--- src/hw/upw_pkg.sv ---
// Package of constants for the up-counting PWM unit
package upw_pkg;
	// ************************************************
	// Register map (word index on the plain port)
	// ************************************************
	localparam logic [3:0] UPW_ADDR_CTRL     = 4'h0;
	localparam logic [3:0] UPW_ADDR_CHSEL    = 4'h1;
	localparam logic [3:0] UPW_ADDR_PERIOD   = 4'h2;
	localparam logic [3:0] UPW_ADDR_DUTY     = 4'h3;
	localparam logic [3:0] UPW_ADDR_COUNT    = 4'h4;
	localparam logic [3:0] UPW_ADDR_STATUS   = 4'h5;
	localparam logic [3:0] UPW_ADDR_IRQ_MASK = 4'h6;
	localparam logic [3:0] UPW_ADDR_GPIO_OUT = 4'h7;
	// ************************************************
	// Field positions
	// ************************************************
	localparam int UPW_CTRL_RUN_BIT    = 7;
	localparam int UPW_CTRL_RATE_LSB   = 4;
	localparam int UPW_CTRL_SINGLE_BIT = 0;
	localparam int UPW_STAT_OVF_BIT    = 0;
	// ************************************************
	// Reset values and counts
	// ************************************************
	localparam logic [7:0]  UPW_CTRL_RST   = 8'h00;
	localparam logic [15:0] UPW_WORD_RST   = 16'h0000;
	localparam logic [6:0]  UPW_PRESC_MAX  = 7'h7f;
	localparam int          UPW_NUM_CH     = 4;
	localparam int          UPW_SYNC_STAGES = 2;
endpackage

--- src/hw/upw_pwm_unit.sv ---
// Up-counting four-channel PWM unit with plain register port
//
// The implementer's own choices: the register offsets and strobed register access.
`timescale 1ns/10ps
// ************************************************
// Functional notes
// ************************************************
//
// Functional notes
// - One 16-bit up-counter drives all four output channels.
// - At the period boundary the counter clears and the overflow flag is set.
// - Single-pulse mode stops the unit after the first cycle.
// - A pin carries PWM only while its channel-select bit is set.
// - Clearing a select bit returns the pin to its last GPIO level.
// - With its interrupt enabled the unit can wake the core from idle.
// - Step from period-1 to period sets overflow flag at once; flag read/writable.
// - Counter clocked from oscillator through prescaler, 3-bit rate, 1 to 128.
// - Rate code 000 divides by 128, each step halves, 111 divides by 1.
// - Overflow reaches the interrupt line only while its enable bit is set.
// - Pin switches to PWM only after output synchronisation completes.
// - On start or return to zero the PWM output is high.
// - Cycle length is taken from the period register.
// - Output goes low when counter equals duty value.
// - On overflow counter restarts from zero and output goes high.
// - After single pulse, hardware clears run enable and pins return to idle.
// ************************************************
// Register map (word index on the plain port)
// ************************************************
// 0 control: [7] run enable, [6:4] rate select, [0] single pulse, others stored
// 1 channel select: [3:0], one bit for each shared pin
// 2 period limit, 3 duty value, both 16 bits
// 4 counter, read only; writes are dropped
// 5 status: [0] overflow flag, write one to clear, a new overflow wins
// 6 interrupt mask: [0] overflow interrupt enable
// 7 gpio levels: [3:0], shown while a pin is not on the waveform
// Unmapped indices read zero and ignore writes
// A zero period never starts the counter, so the pins stay on GPIO
module upw_pwm_unit
	import upw_pkg::*;
#(
	parameter int CH = UPW_NUM_CH
) (
	input  wire logic        clock,
	input  wire logic        rst_n,
	input  wire logic [3:0]  reg_addr,
	input  wire logic [15:0] reg_wdata,
	input  wire logic        reg_wr,
	input  wire logic        reg_rd,
	output logic      [15:0] reg_rdata,
	input  wire logic        cpu_idle,
	output logic             irq,
	output logic             wake_req,
	output logic [CH-1:0]    pin_out
);

	logic [7:0]    ctrl_r;
	logic [CH-1:0] chsel_r;
	logic [15:0]   period_limit_r;
	logic [15:0]   duty_value_r;
	logic [15:0]   pwm_counter_r;
	logic          overflow_flag_r;
	logic          overflow_irq_enable_r;
	logic [CH-1:0] gpio_out_r;
	logic [6:0]    presc_r;
	logic          pwm_level_r;
	logic [UPW_SYNC_STAGES-1:0] sync_r;
	logic          running_r;

	logic          run_enable;
	logic [2:0]    rate_divider_sel;
	logic          single_pulse_enable;
	logic          tick;
	logic          ovf_step;
	logic          wr_ctrl;
	logic          wr_stat;

	assign run_enable          = ctrl_r[UPW_CTRL_RUN_BIT];
	assign rate_divider_sel    = ctrl_r[UPW_CTRL_RATE_LSB +: 3];
	assign single_pulse_enable = ctrl_r[UPW_CTRL_SINGLE_BIT];
	assign wr_ctrl             = reg_wr && (reg_addr == UPW_ADDR_CTRL);
	assign wr_stat             = reg_wr && (reg_addr == UPW_ADDR_STATUS);

	// ************************************************
	// Prescaler
	// ************************************************
	// Divide mask: code 7 gives mask 0 (every cycle), code 0 gives 127
	function automatic logic [6:0] div_mask(input logic [2:0] code);
		div_mask = UPW_PRESC_MAX >> code;
	endfunction

	// Free count of oscillator cycles while running
	always_ff @(posedge clock or negedge rst_n) begin
		if (!rst_n) begin
			presc_r <= 7'h00;
		end else if (!running_r) begin
			presc_r <= 7'h00;
		end else begin
			presc_r <= presc_r + 7'h01;
		end
	end

	// One tick per divided period
	assign tick = running_r && ((presc_r & div_mask(rate_divider_sel)) == div_mask(rate_divider_sel));
	assign ovf_step = tick && (pwm_counter_r == period_limit_r - 16'h0001);

	// ************************************************
	// Control register and run enable
	// ************************************************
	always_ff @(posedge clock or negedge rst_n) begin
		if (!rst_n) begin
			ctrl_r <= UPW_CTRL_RST;
		end else if (ovf_step && single_pulse_enable) begin
			ctrl_r[UPW_CTRL_RUN_BIT] <= 1'b0;
		end else if (wr_ctrl) begin
			ctrl_r <= reg_wdata[7:0];
		end
	end

	// Other software registers
	always_ff @(posedge clock or negedge rst_n) begin
		if (!rst_n) begin
			chsel_r               <= '0;
			period_limit_r        <= UPW_WORD_RST;
			duty_value_r          <= UPW_WORD_RST;
			overflow_irq_enable_r <= 1'b0;
			gpio_out_r            <= '0;
		end else if (reg_wr) begin
			unique case (reg_addr)
				UPW_ADDR_CHSEL:    chsel_r <= reg_wdata[CH-1:0];
				UPW_ADDR_PERIOD:   period_limit_r <= reg_wdata;
				UPW_ADDR_DUTY:     duty_value_r <= reg_wdata;
				UPW_ADDR_IRQ_MASK: overflow_irq_enable_r <= reg_wdata[0];
				UPW_ADDR_GPIO_OUT: gpio_out_r <= reg_wdata[CH-1:0];
				default: ;
			endcase
		end
	end

	// ************************************************
	// Counter and waveform
	// ************************************************
	// Running follows run enable; a zero period never starts
	always_ff @(posedge clock or negedge rst_n) begin
		if (!rst_n) begin
			running_r <= 1'b0;
		end else begin
			running_r <= run_enable && (period_limit_r != 16'h0000) && !(ovf_step && single_pulse_enable);
		end
	end

	// Single 16-bit up counter, cleared at the boundary
	always_ff @(posedge clock or negedge rst_n) begin
		if (!rst_n) begin
			pwm_counter_r <= UPW_WORD_RST;
		end else if (!running_r) begin
			pwm_counter_r <= UPW_WORD_RST;
		end else if (ovf_step) begin
			pwm_counter_r <= UPW_WORD_RST;
		end else if (tick) begin
			pwm_counter_r <= pwm_counter_r + 16'h0001;
		end
	end

	// High at start and on each restart, low at duty match
	always_ff @(posedge clock or negedge rst_n) begin
		if (!rst_n) begin
			pwm_level_r <= 1'b1;
		end else if (!running_r || ovf_step) begin
			pwm_level_r <= 1'b1;
		end else if (pwm_counter_r == duty_value_r) begin
			pwm_level_r <= 1'b0;
		end
	end

	// Output synchronisation before the pins take the waveform
	always_ff @(posedge clock or negedge rst_n) begin
		if (!rst_n) begin
			sync_r <= '0;
		end else begin
			sync_r <= {sync_r[UPW_SYNC_STAGES-2:0], running_r};
		end
	end

	// ************************************************
	// Pin sharing
	// ************************************************
	// Each pin: PWM when selected and synchronised, else last GPIO level
	for (genvar g = 0; g < CH; g++) begin : g_pin
		always_ff @(posedge clock or negedge rst_n) begin
			if (!rst_n) begin
				pin_out[g] <= 1'b0;
			end else if (chsel_r[g] && sync_r[UPW_SYNC_STAGES-1] && running_r) begin
				pin_out[g] <= pwm_level_r;
			end else begin
				pin_out[g] <= gpio_out_r[g];
			end
		end
	end

	// ************************************************
	// Flag, interrupt and wake
	// ************************************************
	// Set wins over a write-one clear; writable by firmware
	always_ff @(posedge clock or negedge rst_n) begin
		if (!rst_n) begin
			overflow_flag_r <= 1'b0;
		end else if (ovf_step) begin
			overflow_flag_r <= 1'b1;
		end else if (wr_stat && reg_wdata[UPW_STAT_OVF_BIT]) begin
			overflow_flag_r <= 1'b0;
		end
	end

	// Masked level interrupt and idle wake
	always_ff @(posedge clock or negedge rst_n) begin
		if (!rst_n) begin
			irq      <= 1'b0;
			wake_req <= 1'b0;
		end else begin
			irq      <= overflow_flag_r && overflow_irq_enable_r;
			wake_req <= overflow_flag_r && overflow_irq_enable_r && cpu_idle;
		end
	end

	// ************************************************
	// Read port
	// ************************************************
	always_ff @(posedge clock or negedge rst_n) begin
		if (!rst_n) begin
			reg_rdata <= 16'h0000;
		end else if (reg_rd) begin
			unique case (reg_addr)
				UPW_ADDR_CTRL:     reg_rdata <= {8'h00, ctrl_r};
				UPW_ADDR_CHSEL:    reg_rdata <= 16'(chsel_r);
				UPW_ADDR_PERIOD:   reg_rdata <= period_limit_r;
				UPW_ADDR_DUTY:     reg_rdata <= duty_value_r;
				UPW_ADDR_COUNT:    reg_rdata <= pwm_counter_r;
				UPW_ADDR_STATUS:   reg_rdata <= {15'h0000, overflow_flag_r};
				UPW_ADDR_IRQ_MASK: reg_rdata <= {15'h0000, overflow_irq_enable_r};
				UPW_ADDR_GPIO_OUT: reg_rdata <= 16'(gpio_out_r);
				default:           reg_rdata <= 16'h0000;
			endcase
		end else begin
			reg_rdata <= 16'h0000;
		end
	end

	// ************************************************
	// Checks
	// ************************************************
	AST_OVF_SETS_FLAG: assert property (@(posedge clock) disable iff (!rst_n)
		ovf_step |=> overflow_flag_r)
		else $error("overflow did not set flag");
	AST_WRAP_TO_ZERO: assert property (@(posedge clock) disable iff (!rst_n)
		ovf_step |=> pwm_counter_r == 16'h0000)
		else $error("counter did not clear at boundary");
	AST_SINGLE_STOPS: assert property (@(posedge clock) disable iff (!rst_n)
		(ovf_step && single_pulse_enable) |=> !run_enable ##1 !running_r)
		else $error("single pulse did not stop");
	AST_IRQ_GATED: assert property (@(posedge clock) disable iff (!rst_n)
		!overflow_irq_enable_r |=> !irq)
		else $error("irq without enable");
	AST_DUTY_LOW: assert property (@(posedge clock) disable iff (!rst_n)
		(running_r && !ovf_step && pwm_counter_r == duty_value_r) |=> !pwm_level_r)
		else $error("no low at duty match");
	AST_RESTART_HIGH: assert property (@(posedge clock) disable iff (!rst_n)
		ovf_step |=> pwm_level_r)
		else $error("no high after restart");
	AST_GPIO_DESEL: assert property (@(posedge clock) disable iff (!rst_n)
		!chsel_r[0] |=> pin_out[0] == $past(gpio_out_r[0]))
		else $error("deselected pin not gpio");
	AST_SYNC_DELAY: assert property (@(posedge clock) disable iff (!rst_n)
		$rose(running_r) |=> pin_out == $past(gpio_out_r))
		else $error("pin switched before sync");
	AST_COUNT_BOUND: assert property (@(posedge clock) disable iff (!rst_n)
		running_r |-> pwm_counter_r < period_limit_r)
		else $error("counter beyond period");

	// ************************************************
	// Checks of counting, pins and read port
	// ************************************************
	// Counter steps once per tick and holds between ticks
	AST_COUNT_STEP: assert property (@(posedge clock) disable iff (!rst_n)
		(running_r && tick && !ovf_step) |=> pwm_counter_r == $past(pwm_counter_r) + 16'h0001)
		else $error("counter did not step on tick");
	AST_COUNT_HOLD: assert property (@(posedge clock) disable iff (!rst_n)
		(running_r && !tick) |=> pwm_counter_r == $past(pwm_counter_r))
		else $error("counter moved without tick");
	AST_RATE_FULL: assert property (@(posedge clock) disable iff (!rst_n)
		(running_r && rate_divider_sel == 3'h7) |-> tick)
		else $error("undivided rate missed a tick");
	AST_RATE_SLOW: assert property (@(posedge clock) disable iff (!rst_n)
		(tick && rate_divider_sel == 3'h0) |-> presc_r == UPW_PRESC_MAX)
		else $error("slowest rate ticked early");
	AST_ZERO_PERIOD: assert property (@(posedge clock) disable iff (!rst_n)
		(period_limit_r == 16'h0000) |=> !running_r)
		else $error("zero period started");
	AST_STOP_CLEARS: assert property (@(posedge clock) disable iff (!rst_n)
		!running_r |=> pwm_counter_r == 16'h0000)
		else $error("stopped counter not zero");
	AST_START_HIGH: assert property (@(posedge clock) disable iff (!rst_n)
		$rose(running_r) |-> pwm_level_r)
		else $error("waveform not high at start");
	// Pins follow the waveform only when selected and synchronised
	AST_PWM_PIN: assert property (@(posedge clock) disable iff (!rst_n)
		(chsel_r[0] && sync_r[UPW_SYNC_STAGES-1] && running_r) |=> pin_out[0] == $past(pwm_level_r))
		else $error("selected pin not on waveform");
	AST_NONE_SELECTED: assert property (@(posedge clock) disable iff (!rst_n)
		(chsel_r == '0) |=> pin_out == $past(gpio_out_r))
		else $error("unselected pins not gpio");
	AST_STOPPED_GPIO: assert property (@(posedge clock) disable iff (!rst_n)
		!running_r |=> pin_out == $past(gpio_out_r))
		else $error("stopped unit still drives pins");
	// Flag, interrupt and wake follow their sources one cycle later
	AST_FLAG_CLEAR: assert property (@(posedge clock) disable iff (!rst_n)
		(wr_stat && reg_wdata[UPW_STAT_OVF_BIT] && !ovf_step) |=> !overflow_flag_r)
		else $error("flag not cleared by write");
	AST_IRQ_FOLLOWS: assert property (@(posedge clock) disable iff (!rst_n)
		(overflow_flag_r && overflow_irq_enable_r) |=> irq)
		else $error("enabled flag gave no irq");
	AST_WAKE_FOLLOWS: assert property (@(posedge clock) disable iff (!rst_n)
		(overflow_flag_r && overflow_irq_enable_r && cpu_idle) |=> wake_req)
		else $error("idle core not woken");
	AST_WAKE_GATED: assert property (@(posedge clock) disable iff (!rst_n)
		!cpu_idle |=> !wake_req)
		else $error("wake while core busy");
	// Read data stands one cycle after the strobe, zero otherwise
	AST_RDATA_IDLE: assert property (@(posedge clock) disable iff (!rst_n)
		!reg_rd |=> reg_rdata == 16'h0000)
		else $error("read data without strobe");
	AST_RDATA_CTRL: assert property (@(posedge clock) disable iff (!rst_n)
		(reg_rd && reg_addr == UPW_ADDR_CTRL) |=> reg_rdata == {8'h00, $past(ctrl_r)})
		else $error("control read back wrong");
	COV_OVF: cover property (@(posedge clock) disable iff (!rst_n) ovf_step);
	COV_PIN_PWM: cover property (@(posedge clock) disable iff (!rst_n) chsel_r[0] && running_r);
	COV_SINGLE: cover property (@(posedge clock) disable iff (!rst_n)
		ovf_step && single_pulse_enable);
	COV_IRQ: cover property (@(posedge clock) disable iff (!rst_n) irq);
	COV_WAKE: cover property (@(posedge clock) disable iff (!rst_n) wake_req);

endmodule
--- config.mk ---
export PLATFORM = sky130hd
export DESIGN_NAME = upw_pwm_unit
export DESIGN_NICKNAME = d
export VERILOG_FILES = /design/src/hw/upw_pkg.sv /design/src/hw/upw_pwm_unit.sv
export SDC_FILE = /design/constraint.sdc
export NUM_CORES = 1
export LEC_CHECK = 0
export BUFFER_PORTS_ARGS = -buffer_cell sky130_fd_sc_hd__buf_2
export CAP_MARGIN = 20
export CORE_UTILIZATION = 45
export DETAILED_ROUTE_END_ITERATION = 10
export GPL_ROUTABILITY_DRIVEN = 0
export GPL_TIMING_DRIVEN = 1
export PLACE_DENSITY_LB_ADDON = 0.2
export SYNTH_ARGS = -nofsm -noshare
export SYNTH_HDL_FRONTEND = slang
export SYNTH_SLANG_ARGS = --single-unit
--- constraint.sdc ---
create_clock -name clock -period 5.1 [get_ports clock]
set_input_delay 0.255 -clock clock [delete_from_list [all_inputs] [get_ports clock]]
set_output_delay 0.255 -clock clock [all_outputs]
set_load 0.01 [all_outputs]
Word-level counts from Yosys, hierarchy flattened:

Index checks and enable logic that the tools add are counted.

* input bits: 25
* word-level logic and storage cells: 85
* output and inout port bits: 22
* bits in registers: 99

* bitwise logic cells: 2
* reduce and logical (&&, ||, !) cells: 32
* add/subtract/negate cells: 3
* eq/ne operators: 11
* shift-type cells: 1
* multiplexer cells: 16

Operators with widths (count)
* $pmux W16 S8: 1
* $mux W16: 4
* $eq A16 B16 Y1: 2
* $logic_and A1 B1 Y1: 18
* $add A16 B1 Y16 const B: 1
* $eq A4 B3 Y1 const B: 4
* $reduce_bool A16 Y1: 1
* $sub A16 B1 Y16 const B: 1
* $reduce_and A2 Y1: 6
* $mux W1: 9
* $eq A4 B2 Y1 const B: 2
* $mux W8: 1
* $add A7 B1 Y7 const B: 1
* $and A7 B7 Y7: 1
* $eq A7 B7 Y1: 1
* $mux W7: 1
* $shr A7 B3 Y7 const A: 1
* $reduce_bool A2 Y1: 3
* $eq A4 B1 Y1 const B: 1
* $logic_not A4 Y1: 1
* $ne A3 B1 Y1 const B: 1
* $logic_not A1 Y1: 2
* $logic_or A1 B1 Y1: 1
* $not A1 Y1: 1

Logic depth before layout (Yosys ltp):

* depth after elaboration: 8
* mapped depth: 11
* mapped depth without buffers: 8

Worst setup path before layout:

No wires, ideal clock.

* kind: register -> register
* start point: register period_limit_r[0]
* end point: register pwm_counter_r[11]
* arrival: 3.213 ns
* library setup time: 0.120 ns
* stages on the path, launching flop included: 12
* buffers on the path: 3
* slack: 1.767 ns
* period minus slack after synthesis: 3.333 ns
* data required time: 4.980 ns
* cell sequence: dfrtp_1 > inv_1 > ha_1 > or4b_4 > or4_1 > a211o_1 > a221o_1 > buf_2 > or4_1 > buf_2 > buf_6 > and3_1

* cells in the longest elaborated chain, start to end: 5
* elaborated cells on any way between the ends: 6
* classes of those cells: 1 x add/sub; 2 x eq/ne; 2 x mux; 1 x reduce/logical

Ends and longest elaborated chain
* start: declaration: line upw_pwm_unit.sv:58 `logic [15:0] period_limit_r;`
* start signal: assignment: line upw_pwm_unit.sv:130 `UPW_ADDR_PERIOD: period_limit_r <= reg_wdata;`
* $sub A16 B1 Y16 (*): line upw_pwm_unit.sv:104 `assign ovf_step = tick && (pwm_counter_r == period_limit_r - 16'h0001);`
* $eq A16 B16 Y1 (*): line upw_pwm_unit.sv:104
* $logic_and A1 B1 Y1 (*): line upw_pwm_unit.sv:104
* $mux W16: line upw_pwm_unit.sv:157 `end else if (ovf_step) begin`
* $mux W16: line upw_pwm_unit.sv:155 `end else if (!running_r) begin`
* end signal: assignment: line upw_pwm_unit.sv:160 `pwm_counter_r <= pwm_counter_r + 16'h0001;`
* end: declaration: line upw_pwm_unit.sv:60 `logic [15:0] pwm_counter_r;`

Every way passes the cells marked *; elsewhere a longest branch is shown, timed or not.
A chain may end at the register's enable or synchronous reset.

Worst setup path after layout:

Ends and elaborated chain as after synthesis.

==> results.toml <==
[timing]
rsz0062_at_grt = "false"
finalCritPeriodShare_pct = 73.4
period_minus_slack_ns = 3.74
holdWs_ns = 0.143
hold_violations = 0
worstMarginPinSlew_ns = 1.01
slew_viol_final = 0
fin_tns_setup_ns = 0
clock_skew_ns = 0.00650
slew_headroom_pct = 32.4
setup_viol = 0
fmax_mhz = 267

[finish]
nFillCells = 1097
utilization_pct = 51.1
area_growth_pct = 11.1
fin_nets = 583
drive_above_1_share_pct = 22.1
antenna_cells = 0

[clocking]
post_cts_resize_count = 0
cts_sinks = 99
clock_latency_ns = 0.36
path_clk_slew_ns = 0.07
clockBufferDepth = 2
cts_tree = "yes"
cts_inserted_buffers = 9
holdBufCountCts = 1
cts-htree-levels = 3
cts_root_buf = "clkbuf_16"
post_cts_buffers = 0

[yosys]
async_flop_share_pct = 100
ys_seq_elements = 99
yosys_warnings = 0
synth_edf_count = 0
synth-main-ff-cell = "dfrtp_1"
yosysSeqAreaShare_pct = 45.1
synth_area_sq_um = 5500
syn_avg_cell_area_sq_um = 10.3
synth_cells = 534
yosysUniqueCellTypes = 55
syn_nets = 562

[hold_path]
holdCritStartpoint = "reg_wdata[12]"
hold_depth = 2
hp-class = "in2reg"
min_to = "duty_value_r[12]"

[die]
io_pins = 47
start_util_pct = 46.0
coreArea_sq_um = 12000
die_area_sq_um = 12700
rows = 40
die_h_um = 113
die_x_um = 113

[detailed_routing]
dr.first_iter.drc_count = 396
drt_pass1_iterations = 5
drt-total-wl_mm = 14.3
drc = 0
drtAntennaViolNets = 0
wl_per_cell_um = 20.2
vias = 4373
vias_per_cell = 6.19

[setup_path]
crit_chain = "inv_1, ha_1, or4b_4, or4_1, a211o_1, a221o_1, or4_1, and3_1"
r2r_slack_ns = 1.36
start_kind = "register"
reg2reg_depth = 8
path_buf_inv = 1
critPathMostFrequentCell = "or4_1"
rr_startpoint = "period_limit_r[0]"
required_ns = 5.34
r2r_end = "pwm_counter_r[11]"
worst-setup-path-type = "reg2reg"
worstPathMaxFanout = 17
cp_slowest_stage_delay_ns = 0.74
critPathTopFamily = "simple AND/OR/NAND/NOR gates"
critPathCaptureType = "register"
crit_arrival_ns = 3.98
critPathSlowestCell = "or4_1"

[placement]
io_buffers = 46
hpwl_mm = 10.0

[power]
p_int_mw = 1.53
switching_share_pct = 32.1
p_sw_uw = 725
power_frac_clock_pct = 30.9
p_seq_share_pct = 47.6
p_comb_share_pct = 21.5
p_leak_nw = 2.69
ir_drop_v = 0.000214
power_density_nw_per_um2 = 370

[grt]
overflow = 0
first_global_vias = 4222
grt_max_degree = 54
grt_pass1_wl_mm = 23.0
antenna_found_initial = 0
track_usage_pct = 23.8

[status]
status = "complete, no violations"

[flow_run]
cap_violations = 0
-- how the worst max path moves through the flow --
stage	start	slack (ns)	endpoint	cells after the start
after CTS	period_limit_r[0]	1.38	pwm_counter_r[11]	8
final	period_limit_r[0]	1.36	pwm_counter_r[11]	8
after global placement	period_limit_r[0]	1.50	pwm_counter_r[11]	8
after global routing	period_limit_r[0]	1.21	pwm_counter_r[11]	8
after detailed placement	period_limit_r[0]	1.42	pwm_counter_r[3]	8
after floorplan	period_limit_r[0]	1.77	pwm_counter_r[11]	11
-- through the flow --
step	instances	area (sq um)	worst slack (ns)	power [mW]
2_1_floorplan	534	5500	1.77	1.40
3_3_place_gp	690	5800	1.50	1.55
3_5_place_dp	690	5800	1.42	1.57
4_1_cts	707	6110	1.38	2.27
5_1_grt	707	6110	1.21	2.38
6_report	707	6110	1.36	2.26
-- cell usage after synthesis, types with 8 or more instances --
cell type | count | area (sq um)
nor3b_1 | 8 | 60.1
and3_1 | 22 | 138
o31ai_1 | 10 | 75.1
nor2_1 | 22 | 82.6
nor4_1 | 10 | 62.6
nor3_1 | 8 | 40.0
a222oi_1 | 8 | 80.1
a21oi_1 | 14 | 70.1
o21ai_0 | 8 | 40.0
inv_1 | 12 | 45.0
a211oi_1 | 9 | 67.6
mux2_2 | 47 | 529
a22oi_1 | 14 | 105
nand2_1 | 28 | 105
xnor2_1 | 17 | 149
xor2_1 | 31 | 272
dfrtp_1 | 98 | 2450
nand3_1 | 23 | 115
a221oi_1 | 8 | 70.1
clkbuf_1 | 32 | 120
-- routing by layer --
metal  share of wire (%)  GRT usage [%]  up-vias
li1                    -              -     2013
met1                  44           31.9     2172
met2                  47           37.6      163
met3                 5.5           4.91       25
met4                 2.7           9.78        0
met5                   0              0        -
-- flip-flops by register name (all words and copies together) (netlist names) --
name,count
duty_value_r,16
period_limit_r,16
pwm_counter_r,16
reg_rdata,16
ctrl_r,8
presc_r,7
chsel_r,4
gpio_out_r,4
pin_out,4
sync_r,2
irq,1
overflow_flag_r,1
overflow_irq_enable_r,1
pwm_level_r,1
running_r,1
wake_req,1
-- logic make-up after synthesis --
kind of cell,share of synthesized area (%)
buffers and inverters,4.14
DFF,45.1
muxes,10.4
xor gates and xnor gates,8.08
AOI/OAI and AO/OA,13.3
adders and majority gates,0.865
and+or+nand+nor,18.2
-- layout make-up --
| type | count | area (sq um) | area share (%) |
|---|---|---|---|
| multi-input cells | 380 | 2820 | 46.0 |
| flip-flops and latches | 99 | 2480 | 40.5 |
| repair buffers | 53 | 288 | 4.71 |
| clock buffers | 11 | 243 | 3.97 |
| well taps | 147 | 184 | 3.01 |
| clock inverters | 5 | 60.1 | 0.982 |
| inverters | 12 | 45.0 | 0.737 |
-- layout by cell type, fill, tap and decap left out, drive strengths merged, types with 7 or more instances in the layout --
cell type	instances
a211oi	9
a21oi	14
a221oi	8
a222oi	8
a22oi	14
and3	22
buf	52
clkbuf	11
dfrtp	98
inv	14
mux2	47
nand2	28
nand3	23
nand3b	7
nor2	22
nor2b	7
nor3	8
nor3b	8
nor4	12
o21ai	10
o31ai	10
or3	7
xnor2	17
xor2	31
-- power groups by stage --
stage | logic [mW] | registers, mW | clock network, mW
3_5_place_dp | 0.485 | 1.08 | 0
6_report | 0.486 | 1.08 | 0.698
5_1_grt | 0.538 | 1.09 | 0.742
3_3_place_gp | 0.470 | 1.08 | 0
2_1_floorplan | 0.389 | 1.01 | 0
4_1_cts | 0.487 | 1.07 | 0.715
No activity file was read; power rests on OpenSTA's default activity.
